===== config.mk =====
export PLATFORM = sky130hd
export DESIGN_NAME = psd_top
export DESIGN_NICKNAME = d
export VERILOG_FILES = /design/src/logic/psd_pkg.sv /design/src/logic/psd_fb_if.sv /design/src/logic/psd_fb_div.sv /design/src/logic/psd_top.sv
export SDC_FILE = /design/constraint.sdc
export NUM_CORES = 1
export LEC_CHECK = 0
export ABC_AREA = 0
export BUFFER_PORTS_ARGS = -buffer_cell sky130_fd_sc_hd__buf_4
export CORE_MARGIN = 4
export CORE_UTILIZATION = 35
export DETAILED_ROUTE_END_ITERATION = 6
export SLEW_MARGIN = 20
export SYNTH_ARGS = -nofsm -noshare
export SYNTH_HDL_FRONTEND = slang
export SYNTH_SLANG_ARGS = --single-unit

===== constraint.sdc =====
create_clock -name sys_clk -period 3.9 [get_ports sys_clk]
set_input_delay 0.585 -clock sys_clk [delete_from_list [all_inputs] [get_ports sys_clk]]
set_output_delay 0.585 -clock sys_clk [all_outputs]
set_load 0.03 [all_outputs]

===== src/logic/psd_pkg.sv =====
// Purpose: shared constants for the serial-programmed synthesizer digital section
// Assumes: one 250 MHz system clock; latch fields laid out in a 21-bit word
// Notes: all widths, positions, codes and timing counts live here
package psd_pkg;

  localparam int WORD_W = 21;
  localparam int REF_W = 14;
  localparam int MAIN_W = 13;
  localparam int SWAL_W = 5;
  localparam int PRE_W = 6;
  localparam int ERR_W = 8;

  // control bits (low two bits of each word)
  localparam logic [1:0] SEL_REF = 2'h0;
  localparam logic [1:0] SEL_FB = 2'h1;
  localparam logic [1:0] SEL_FUNC = 2'h2;
  localparam logic [1:0] SEL_INIT = 2'h3;

  // reference divider latch
  localparam int REF_DIV_LSB = 2;
  localparam int TEST_LSB = 16;
  localparam int LOCK_PREC_BIT = 20;
  // feedback divider latch
  localparam int SWAL_LSB = 2;
  localparam int MAIN_LSB = 7;
  localparam int GAIN_BIT = 20;
  // function / initialization latch
  localparam int DIV_RST_BIT = 2;
  localparam int PD_LOW_BIT = 3;
  localparam int OSEL_LSB = 4;
  localparam int POL_BIT = 7;
  localparam int TRI_BIT = 8;
  localparam int FS_EN_BIT = 9;
  localparam int FS_MODE_BIT = 11;
  localparam int FS_TO_LSB = 12;
  localparam int PD_HIGH_BIT = 19;

  localparam logic [WORD_W-1:0] LATCH_RST = 21'h000000;

  // monitor output select codes
  localparam logic [2:0] MON_HIZ = 3'h0;
  localparam logic [2:0] MON_DLOCK = 3'h1;
  localparam logic [2:0] MON_FB_DIV = 3'h2;
  localparam logic [2:0] MON_HIGH = 3'h3;
  localparam logic [2:0] MON_REF_DIV = 3'h4;
  localparam logic [2:0] MON_ALOCK = 3'h5;
  localparam logic [2:0] MON_SDATA = 3'h6;
  localparam logic [2:0] MON_LOW = 3'h7;

  // prescaler modulus P (P/P+1)
  localparam int PRESCALE_HI = 32;
  localparam int PRESCALE_LO = 8;

  // lock detection timing
  localparam int CLK_PERIOD_NS = 4;
  localparam int LOCK_ERR_NS = 15;
  localparam int UNLOCK_ERR_NS = 25;
  localparam logic [ERR_W-1:0] LOCK_MAX_CYC = ERR_W'(LOCK_ERR_NS / CLK_PERIOD_NS);
  localparam logic [ERR_W-1:0] UNLOCK_MAX_CYC = ERR_W'(UNLOCK_ERR_NS / CLK_PERIOD_NS);
  localparam logic [2:0] LOCK_RUN_SHORT = 3'h3;
  localparam logic [2:0] LOCK_RUN_LONG = 3'h5;

  // pin sync vector positions
  localparam int PIN_N = 6;
  localparam int P_SCLK = 0;
  localparam int P_SDATA = 1;
  localparam int P_LOAD = 2;
  localparam int P_REF = 3;
  localparam int P_RF = 4;
  localparam int P_CE = 5;

endpackage


===== src/logic/psd_fb_if.sv =====
// Purpose: carries feedback divider settings and its output between modules
// Assumes: all signals on sys_clk
// Notes: ctrl side owns settings, div side returns one-cycle pulse
`timescale 1ns/1ps
`default_nettype none
interface psd_fb_if;
  import psd_pkg::*;
  logic rf_tick;
  logic hold;
  logic [SWAL_W-1:0] swallow_count;
  logic [MAIN_W-1:0] main_feedback_count;
  logic fb_pulse;

  modport ctrl (output rf_tick, output hold, output swallow_count,
                output main_feedback_count, input fb_pulse);
  modport div (input rf_tick, input hold, input swallow_count,
               input main_feedback_count, output fb_pulse);
endinterface
`default_nettype wire


===== src/logic/psd_fb_div.sv =====
// Purpose: dual-modulus prescaler with swallow and main counters
// Assumes: rf_tick is one pulse per RF input rising edge
// Notes: divides by P*main + swallow; main must not be below swallow
`timescale 1ns/1ps
`default_nettype none
module psd_fb_div
  import psd_pkg::*;
#(
  parameter int PRESCALE_P = PRESCALE_HI
) (
  input wire logic sys_clk, // system clock
  input wire logic rst_n, // async reset, active low
  psd_fb_if.div fb // settings in, pulse out
);

  localparam logic [PRE_W-1:0] TC_P = PRE_W'(PRESCALE_P - 1);
  localparam logic [PRE_W-1:0] TC_P1 = PRE_W'(PRESCALE_P);

  logic [PRE_W-1:0] pre_reg;
  logic [SWAL_W-1:0] swal_reg;
  logic [MAIN_W-1:0] main_reg;
  logic fb_reg;
  logic [PRE_W-1:0] pre_tc;

  // modulus P+1 while swallowing, P afterwards
  assign pre_tc = (swal_reg != '0) ? TC_P1 : TC_P;
  assign fb.fb_pulse = fb_reg;

  ////////////////////////////////////////////////////////////////////////
  // single counter stands in for the 4/5 core chain; same count per cycle
  always_ff @(posedge sys_clk or negedge rst_n) begin
    if (!rst_n) begin
      pre_reg <= '0;
      swal_reg <= '0;
      main_reg <= '0;
      fb_reg <= 1'b0;
    end else if (fb.hold) begin
      pre_reg <= '0;
      swal_reg <= fb.swallow_count;
      main_reg <= fb.main_feedback_count;
      fb_reg <= 1'b0;
    end else begin
      fb_reg <= 1'b0;
      if (fb.rf_tick) begin
        if (pre_reg == pre_tc) begin
          pre_reg <= '0;
          if (main_reg <= MAIN_W'(1)) begin
            swal_reg <= fb.swallow_count;
            main_reg <= fb.main_feedback_count;
            fb_reg <= 1'b1;
          end else begin
            main_reg <= main_reg - MAIN_W'(1);
            if (swal_reg != '0) begin
              swal_reg <= swal_reg - SWAL_W'(1);
            end
          end
        end else begin
          pre_reg <= pre_reg + PRE_W'(1);
        end
      end
    end
  end

endmodule
`default_nettype wire


===== src/logic/psd_top.sv =====
// Purpose: serial-programmed synthesizer digital section
// Assumes: all pins asynchronous to sys_clk and far slower than it
// Notes: pins pass three flops; a level counts once stages two and three agree
`timescale 1ns/1ps
`default_nettype none
// Notes on behaviour
// - each serial clock rising edge shifts one data bit into 21-bit register.
// - load strobe rising edge copies shift register into one of four latches.
// - bits 1:0 pick latch: 00 ref, 01 feedback, 10 function, 11 init.
// - 14-bit reference divider divides reference input by 1 to 16383.
// - main feedback counter is 13 bits, ratios 3 to 8191.
// - swallow counter is 5 bits, values 0 to 31.
// - feedback ratio is P times main plus swallow; P+1 while swallowing.
// - prescaler pair 8/9 or 32/33 by parameter, counted per modulus.
// - digital lock rises after three cycles (five with lock precision bit set) with phase error under 15 ns.
// - digital lock falls when a later cycle shows error above 25 ns.
// - three output-select bits of function latch choose monitor source.
// - phase comparator compares reference and feedback pulses, drives pump.
// - open-drain lock mode pulls low only during phase error pulses.
// - feedback count totals 18 bits: 5 swallow plus 13 main.
// - chip enable low powers down and tristates the pump.
// - monitor can show lock, divided RF or divided reference.
module psd_top
  import psd_pkg::*;
#(
  parameter int PRESCALE_P = PRESCALE_HI
) (
  input wire logic sys_clk, // 250 MHz system clock
  input wire logic rst_n, // async reset, active low
  input wire logic serial_clock, // serial clock pin
  input wire logic serial_data, // serial data pin
  input wire logic load_strobe, // latch load pin
  input wire logic reference_input, // reference frequency pin
  input wire logic rf_input, // RF feedback pin, already squared
  input wire logic chip_enable, // chip enable pin, high runs
  output logic monitor_output, // monitor pin level
  output logic monitor_oe, // monitor pin drive enable
  output logic pump_up, // charge pump source pulse
  output logic pump_down, // charge pump sink pulse
  output logic pump_oe, // charge pump drive enable
  output logic pump_gain_high, // pump gain select
  output logic digital_lock // digital lock indication
);

  function automatic logic rise(input logic now_v, input logic was_v);
    return now_v & ~was_v;
  endfunction

  ////////////////////////////////////////////////////////////////////////
  // pin synchronisers
  logic [PIN_N-1:0] pin_raw;
  logic [PIN_N-1:0] sync1_reg;
  logic [PIN_N-1:0] sync2_reg;
  logic [PIN_N-1:0] sync3_reg;
  logic [PIN_N-1:0] pin_reg;
  logic [PIN_N-1:0] pin_next;

  assign pin_raw = {chip_enable, rf_input, reference_input, load_strobe,
                    serial_data, serial_clock};

  always_comb begin
    for (int i = 0; i < PIN_N; i++) begin
      pin_next[i] = (sync2_reg[i] == sync3_reg[i]) ? sync3_reg[i] : pin_reg[i];
    end
  end

  always_ff @(posedge sys_clk or negedge rst_n) begin
    if (!rst_n) begin
      sync1_reg <= '0;
      sync2_reg <= '0;
      sync3_reg <= '0;
      pin_reg <= '0;
    end else begin
      sync1_reg <= pin_raw;
      sync2_reg <= sync1_reg;
      sync3_reg <= sync2_reg;
      pin_reg <= pin_next;
    end
  end

  logic sclk_rise;
  logic load_rise;
  logic ref_tick;
  assign sclk_rise = rise(pin_next[P_SCLK], pin_reg[P_SCLK]);
  assign load_rise = rise(pin_next[P_LOAD], pin_reg[P_LOAD]);
  assign ref_tick = rise(pin_next[P_REF], pin_reg[P_REF]);

  ////////////////////////////////////////////////////////////////////////
  // shift register and latches
  logic [WORD_W-1:0] shift_reg;
  logic [WORD_W-1:0] ref_latch_reg;
  logic [WORD_W-1:0] fb_latch_reg;
  logic [WORD_W-1:0] func_latch_reg;
  logic init_pulse_reg;

  always_ff @(posedge sys_clk or negedge rst_n) begin
    if (!rst_n) begin
      shift_reg <= LATCH_RST;
    end else if (sclk_rise) begin
      shift_reg <= {shift_reg[WORD_W-2:0], pin_reg[P_SDATA]};
    end
  end

  // init latch shares the function fields and also restarts the dividers
  always_ff @(posedge sys_clk or negedge rst_n) begin
    if (!rst_n) begin
      ref_latch_reg <= LATCH_RST;
      fb_latch_reg <= LATCH_RST;
      func_latch_reg <= LATCH_RST;
      init_pulse_reg <= 1'b0;
    end else begin
      init_pulse_reg <= 1'b0;
      if (load_rise) begin
        if (shift_reg[1:0] == SEL_REF) begin
          ref_latch_reg <= shift_reg;
        end else if (shift_reg[1:0] == SEL_FB) begin
          fb_latch_reg <= shift_reg;
        end else if (shift_reg[1:0] == SEL_FUNC) begin
          func_latch_reg <= shift_reg;
        end else begin
          func_latch_reg <= shift_reg;
          init_pulse_reg <= 1'b1;
        end
      end
    end
  end

  logic [REF_W-1:0] reference_divide_value;
  logic lock_precision_select;
  logic [2:0] output_select;
  logic powered_down;
  logic div_hold;
  logic comparator_polarity_bit;
  logic pump_tristate_bit;

  assign reference_divide_value = ref_latch_reg[REF_DIV_LSB +: REF_W];
  assign lock_precision_select = ref_latch_reg[LOCK_PREC_BIT];
  assign output_select = func_latch_reg[OSEL_LSB +: 3];
  assign comparator_polarity_bit = func_latch_reg[POL_BIT];
  assign pump_tristate_bit = func_latch_reg[TRI_BIT];
  assign powered_down = ~pin_reg[P_CE] | func_latch_reg[PD_LOW_BIT];
  assign div_hold = powered_down | func_latch_reg[DIV_RST_BIT] | init_pulse_reg;

  ////////////////////////////////////////////////////////////////////////
  // reference divider; a programmed zero behaves as one
  logic [REF_W-1:0] ref_cnt_reg;
  logic ref_pulse_reg;
  logic ref_tog_reg;

  always_ff @(posedge sys_clk or negedge rst_n) begin
    if (!rst_n) begin
      ref_cnt_reg <= '0;
      ref_pulse_reg <= 1'b0;
      ref_tog_reg <= 1'b0;
    end else if (div_hold) begin
      ref_cnt_reg <= '0;
      ref_pulse_reg <= 1'b0;
    end else begin
      ref_pulse_reg <= 1'b0;
      if (ref_tick) begin
        if (ref_cnt_reg + REF_W'(1) >= reference_divide_value) begin
          ref_cnt_reg <= '0;
          ref_pulse_reg <= 1'b1;
          ref_tog_reg <= ~ref_tog_reg;
        end else begin
          ref_cnt_reg <= ref_cnt_reg + REF_W'(1);
        end
      end
    end
  end

  ////////////////////////////////////////////////////////////////////////
  // feedback divider
  psd_fb_if fb_bus ();
  assign fb_bus.rf_tick = rise(pin_next[P_RF], pin_reg[P_RF]);
  assign fb_bus.hold = div_hold;
  assign fb_bus.swallow_count = fb_latch_reg[SWAL_LSB +: SWAL_W];
  assign fb_bus.main_feedback_count = fb_latch_reg[MAIN_LSB +: MAIN_W];

  psd_fb_div #(
    .PRESCALE_P(PRESCALE_P)
  ) u_fb_div (
    .sys_clk(sys_clk),
    .rst_n(rst_n),
    .fb(fb_bus.div)
  );

  logic fb_tog_reg;
  always_ff @(posedge sys_clk or negedge rst_n) begin
    if (!rst_n) begin
      fb_tog_reg <= 1'b0;
    end else if (fb_bus.fb_pulse) begin
      fb_tog_reg <= ~fb_tog_reg;
    end
  end

  ////////////////////////////////////////////////////////////////////////
  // phase comparator: lead sets one side, both high clears both
  logic lead_ref_reg;
  logic lead_fb_reg;
  logic both_set;
  assign both_set = lead_ref_reg & lead_fb_reg;

  always_ff @(posedge sys_clk or negedge rst_n) begin
    if (!rst_n) begin
      lead_ref_reg <= 1'b0;
      lead_fb_reg <= 1'b0;
    end else if (div_hold) begin
      lead_ref_reg <= 1'b0;
      lead_fb_reg <= 1'b0;
    end else begin
      lead_ref_reg <= (lead_ref_reg | ref_pulse_reg) & ~both_set;
      lead_fb_reg <= (lead_fb_reg | fb_bus.fb_pulse) & ~both_set;
    end
  end

  // polarity swaps pump direction for inverting loop filters
  always_ff @(posedge sys_clk or negedge rst_n) begin
    if (!rst_n) begin
      pump_up <= 1'b0;
      pump_down <= 1'b0;
      pump_oe <= 1'b0;
      pump_gain_high <= 1'b0;
    end else begin
      pump_up <= comparator_polarity_bit ? lead_ref_reg : lead_fb_reg;
      pump_down <= comparator_polarity_bit ? lead_fb_reg : lead_ref_reg;
      pump_oe <= ~powered_down & ~pump_tristate_bit;
      pump_gain_high <= fb_latch_reg[GAIN_BIT];
    end
  end

  ////////////////////////////////////////////////////////////////////////
  // error width measured in sys_clk cycles, judged when both sides clear
  logic err_active;
  logic err_was_reg;
  logic [ERR_W-1:0] err_cnt_reg;
  logic [2:0] good_run_reg;
  logic [2:0] run_need;

  assign err_active = lead_ref_reg | lead_fb_reg;
  assign run_need = lock_precision_select ? LOCK_RUN_LONG : LOCK_RUN_SHORT;

  always_ff @(posedge sys_clk or negedge rst_n) begin
    if (!rst_n) begin
      err_was_reg <= 1'b0;
      err_cnt_reg <= '0;
    end else begin
      err_was_reg <= err_active;
      if (err_active) begin
        if (err_cnt_reg != '1) begin
          err_cnt_reg <= err_cnt_reg + ERR_W'(1);
        end
      end else begin
        err_cnt_reg <= '0;
      end
    end
  end

  // count saturates, so a stuck error still reads as above the limit
  always_ff @(posedge sys_clk or negedge rst_n) begin
    if (!rst_n) begin
      good_run_reg <= '0;
      digital_lock <= 1'b0;
    end else if (powered_down) begin
      good_run_reg <= '0;
      digital_lock <= 1'b0;
    end else if (err_was_reg && !err_active) begin
      if (err_cnt_reg <= LOCK_MAX_CYC) begin
        if (good_run_reg + 3'h1 >= run_need) begin
          digital_lock <= 1'b1;
        end else begin
          good_run_reg <= good_run_reg + 3'h1;
        end
      end else begin
        good_run_reg <= '0;
        if (err_cnt_reg > UNLOCK_MAX_CYC) begin
          digital_lock <= 1'b0;
        end
      end
    end
  end

  ////////////////////////////////////////////////////////////////////////
  // monitor multiplexer
  always_ff @(posedge sys_clk or negedge rst_n) begin
    if (!rst_n) begin
      monitor_output <= 1'b0;
      monitor_oe <= 1'b0;
    end else begin
      monitor_output <= 1'b0;
      monitor_oe <= 1'b1;
      case (output_select)
        MON_HIZ: begin
          monitor_oe <= 1'b0;
        end
        MON_DLOCK: begin
          monitor_output <= digital_lock;
        end
        MON_FB_DIV: begin
          monitor_output <= fb_tog_reg;
        end
        MON_HIGH: begin
          monitor_output <= 1'b1;
        end
        MON_REF_DIV: begin
          monitor_output <= ref_tog_reg;
        end
        MON_ALOCK: begin
          monitor_oe <= err_active;
        end
        MON_SDATA: begin
          monitor_output <= shift_reg[WORD_W-1];
        end
        default: begin
          monitor_output <= 1'b0;
        end
      endcase
    end
  end

endmodule
`default_nettype wire


==> results by stage <==
Critical path:
- The slowest stage of the critical path is the o211ai_1 cell.
- The type of the worst setup path is reg2reg.
- At the worst endpoint, the arrival time is 3510 ps.
- The worst register-to-register path begins at ref_cnt_reg[2]$_DFFE_PN0P_.
- The endpoint of the worst-slack reg-to-reg timing path is ref_cnt_reg[13]$_DFFE_PN0P_.
- The critical path launch point type is a flop.
- The register-to-register setup slack is 670 ps.
- The family with the most delay on the worst path is simple AND/OR/NAND/NOR gates.
- For the worst setup path, the data required time is 4180 ps.
- The kind of end point of the critical path is a flop.
- The maximum fanout along the worst path is 10.
- Walking the worst path, the cells encountered are nand4_1 -> nor4_1 -> nor2b_1 -> nand2b_1 -> ha_1 -> nand4_1 -> nor2_1 -> nand3_1 -> o211ai_1 -> o211ai_1.
- The critical path contains buffers and inverters numbering 0 combined.
- The largest stage delay on the critical path is 640 ps.
- Measured in cells, the most critical reg-to-reg path has a length of 10.

Clock network:
- The setup fix buffers added after clock tree synthesis is 0.
- The number of H-tree levels is 4.
- The clock latency on the worst-skew pair is 430 ps.
- The number of clock buffers added by TritonCTS is 17.
- The cell sitting at the root of the clock tree is a clkbuf_16.
- Once the clock tree was built, the resizer swapped 0 gates to a different size.
- After clock tree synthesis, the clock-pin slew on the worst setup and hold paths is 70 ps.
- TritonCTS built the clock tree.
- The count of clock tree sinks is 150.
- In this run the deepest clock path goes through 2 buffers.
- Hold repair after CTS inserted 0 buffers.

Finish:
- The layout overhead on the synthesized area is 15.0%.
- Of the cells placed in the final design, the portion with a size suffix greater than 1 is 0.167.
- The multi-input combinational cells in the finished layout cover a total of 3040 sq um.
- Excluding fillers, the count of instances in the completed layout stands at 936.
- The total area of sequential cells is 3750 sq um.
- In the layout the commonest cells are dfrtp_1, nand2_1, mux2_2, nor2_1, o21ai_0.
- The library cell used most frequently in the layout, excluding fill and tap cells, is dfrtp_1.
- The total number of nets in the final design is 691.
- The total inserted antenna cells is 0.
- The number of flip-flops in the largest register is 21.
- The filler cells instantiated in the layout total 1824.

STA:
- The hold violation total from the final report is 0.
- The clock skew after layout is 7.96 ps.
- Derived from the worst setup path, the maximum achievable clock frequency is 309 MHz.
- The transition at the pin with the smallest max-transition slack is 1050 ps.
- The smallest clock period supported by the final layout is computed as 3230 ps.
- Setup violations remaining at the end of the flow were counted as 0.
- Setup repair after global routing left no endpoint under its margin.
- The worst slew slack as a fraction of its limit is 0.299.
- The final worst setup slack is 666 ps.
- The number of pins with negative max-slew slack in the final report is 0.
- The post-route fraction of the period consumed by the critical path is 0.829.
- The final-layout setup total negative slack is 0 ps.

Drt:
- The starting DRC count in detailed routing is 266.
- The via count of the routed design is 4952.
- The average wire per cell in the routed design is 15.0 microns.
- The routed wire length is 14.1 mm.
- Dividing the detail-routed via count by the number of cells gives 5.29.
- The first detailed-routing pass ran for 5 iterations.
- The remaining design rule violation count is 0.
- In this run the remaining antenna-violating nets after routing total 0.

Die:
- The starting utilization of the core area is 0.358.
- 15 I/O pins were placed.
- The die span in x is 149 microns.
- The initialized floorplan defines 51 standard-cell rows.
- The die is 149 microns tall.
- The core footprint is 19600 sq um.
- The area enclosed by the die boundary is 22300 sq um.

Pwr:
- Of the total power, the clock network draws 0.332.
- The combinational share of power is 0.265.
- The internal power summed over all cells is 3.31 mW.
- The maximum vdd ir drop is 0.000309 V.
- For this design the static power due to leakage is 3.70 nW.
- The power after layout is 5.07 mW.
- The net switching share of the total power is 0.346.
- In this run the power density over the cells is 629 nW/um^2.
- For this design the total switching power over the nets is 1.75 mW.
- The part of the power in registers is 0.403.

GRT:
- The via count of the first global-routing pass is 4974.
- The total overflow left after global routing is 0.
- The number of antenna violations at the first check in global routing is 0.
- The first-pass GRT wire length is 24.2 mm.
- The total routing usage reported by global routing is 0.135.
- The maximum number of pins on one net before global-route repair is 80.

Synth:
- Synthesis produced a netlist with a net count of 671.
- Counting distinct cell types in the post-synthesis netlist gives 54.
- The number of cells produced by synthesis is 638.
- The primary flip-flop cell chosen by synthesis mapping is dfrtp_1.
- Of the total synthesized cell area, the portion taken by XOR and XNOR cells is 0.0225.
- The multiplexer fraction of the synthesized cell area is 0.100.
- After synthesis, the largest family of logic cells by area is simple AND/OR/NAND/NOR gates.
- Of the total synthesized cell area, the portion taken by AND, OR, NAND and NOR gates is 0.131.
- The number of synthesized flops with an enable pin is 0.
- The post-synthesis area per instance is 11.0 sq um.
- The cell area that synthesis handed to floorplanning was 7010 sq um.
- The synthesized-area fraction occupied by adder cells is 0.0532.
- After synthesis, the share of flip-flops with an asynchronous set or reset is 1.00.
- The synthesis-stage register bit count is 150.
- The compound-gate portion of the synthesized area is 0.125.
- The sequential area share after synthesis is 0.536.
- For this run, the number of Yosys warnings is 0.

Status:
- The flow ran to the end, and the final reports show no timing, DRC or antenna violations.

Place:
- The final estimated routing congestion in global placement is 0.851.
- The cell count after placement is 904.
- The number of buffer cells added on primary ports is 14.
- OpenSTA, run right after detailed placement, puts the worst setup slack at 727 ps.
- Detailed placement ended at an HPWL of 9.62 mm.

Flow run:
- The number of maximum-capacitance violations is 0.

Hold path:
- The min-delay analysis places its worst path in the category in2async.
==> metal layers <==
metal / vias up / global-route usage / share of wire
li1: 2357 / - / -
met1: 2477 / 0.177 / 0.47
met2: 102 / 0.216 / 0.48
met3: 16 / 0.0369 / 0.033
met4: 0 / 0.0453 / 0.013
met5: - / 0 / 0
==> power groups by stage <==
stage | registers [mW] | clock network, mW | logic (mW)
after floorplan | 2.01 | 0 | 0.989
after global placement | 2.06 | 0 | 1.29
after detailed placement | 2.07 | 0 | 1.35
after CTS | 2.04 | 1.73 | 1.35
after global routing | 2.08 | 1.81 | 1.50
final | 2.04 | 1.68 | 1.34
==> how the worst max path moves through the flow <==
stage | endpoint | start | slack (ps) | cells past startpoint
2_1_floorplan | ref_cnt_reg[11]$_DFFE_PN0P_ | ref_cnt_reg[2]$_DFFE_PN0P_ | 850 | 11
3_3_place_gp | ref_cnt_reg[0]$_DFFE_PN0P_ | ref_cnt_reg[2]$_DFFE_PN0P_ | 820 | 10
3_5_place_dp | ref_cnt_reg[13]$_DFFE_PN0P_ | ref_cnt_reg[2]$_DFFE_PN0P_ | 730 | 10
4_1_cts | ref_cnt_reg[13]$_DFFE_PN0P_ | ref_cnt_reg[2]$_DFFE_PN0P_ | 700 | 10
5_1_grt | ref_cnt_reg[13]$_DFFE_PN0P_ | ref_cnt_reg[2]$_DFFE_PN0P_ | 270 | 10
6_report | ref_cnt_reg[13]$_DFFE_PN0P_ | ref_cnt_reg[2]$_DFFE_PN0P_ | 670 | 10
==> kinds of logic after synthesis <==
group	after synthesis
xor gates and xnor gates	18
AOI/OAI and AO/OA	129
and+or+nand+nor	187
buffers and inverters	59
adders and majority gates	31
DFF	150
muxes	64
==> Yosys cell counts, drive strengths merged, types with 8 or more instances <==
master,n,area (sq um)
a21oi,13,65.1
clkbuf,17,63.8
dfrtp,150,3750
ha,25,313
inv,37,139
mux2,49,552
mux2i,15,150
nand2,57,214
nand2b,10,62.6
nand3,17,85.1
nand4,10,62.6
nor2,42,158
nor3,11,55.1
nor4,11,68.8
o211ai,10,75.1
o21ai,42,214
xnor2,8,70.1
xor2,10,87.6
==> through the flow <==
step	hold WS, ps	area, sq um	utilization
2_1_floorplan	289	7010	-
3_3_place_gp	332	7450	0.380
3_5_place_dp	335	7450	0.380
4_1_cts	235	8060	0.411
5_1_grt	234	8060	0.411
6_report	195	8060	0.411
==> worst register-to-register path, delay by kind of cell, from the launching register on <==
family,cells,cell delay [ps]
compound gates,2,810
fa+ha+maj,1,290
flops,1,500
simple gates,7,1480
==> layout make-up <==
class | instances | share of cell area
flip-flops and latches | 150 | 0.466
inverters | 37 | 0.0172
multi-input cells | 429 | 0.377
repair buffers | 23 | 0.0234
clock inverters | 15 | 0.0225
clock buffers | 17 | 0.0528
well taps | 265 | 0.0411
(Power assumes the default switching activity.)
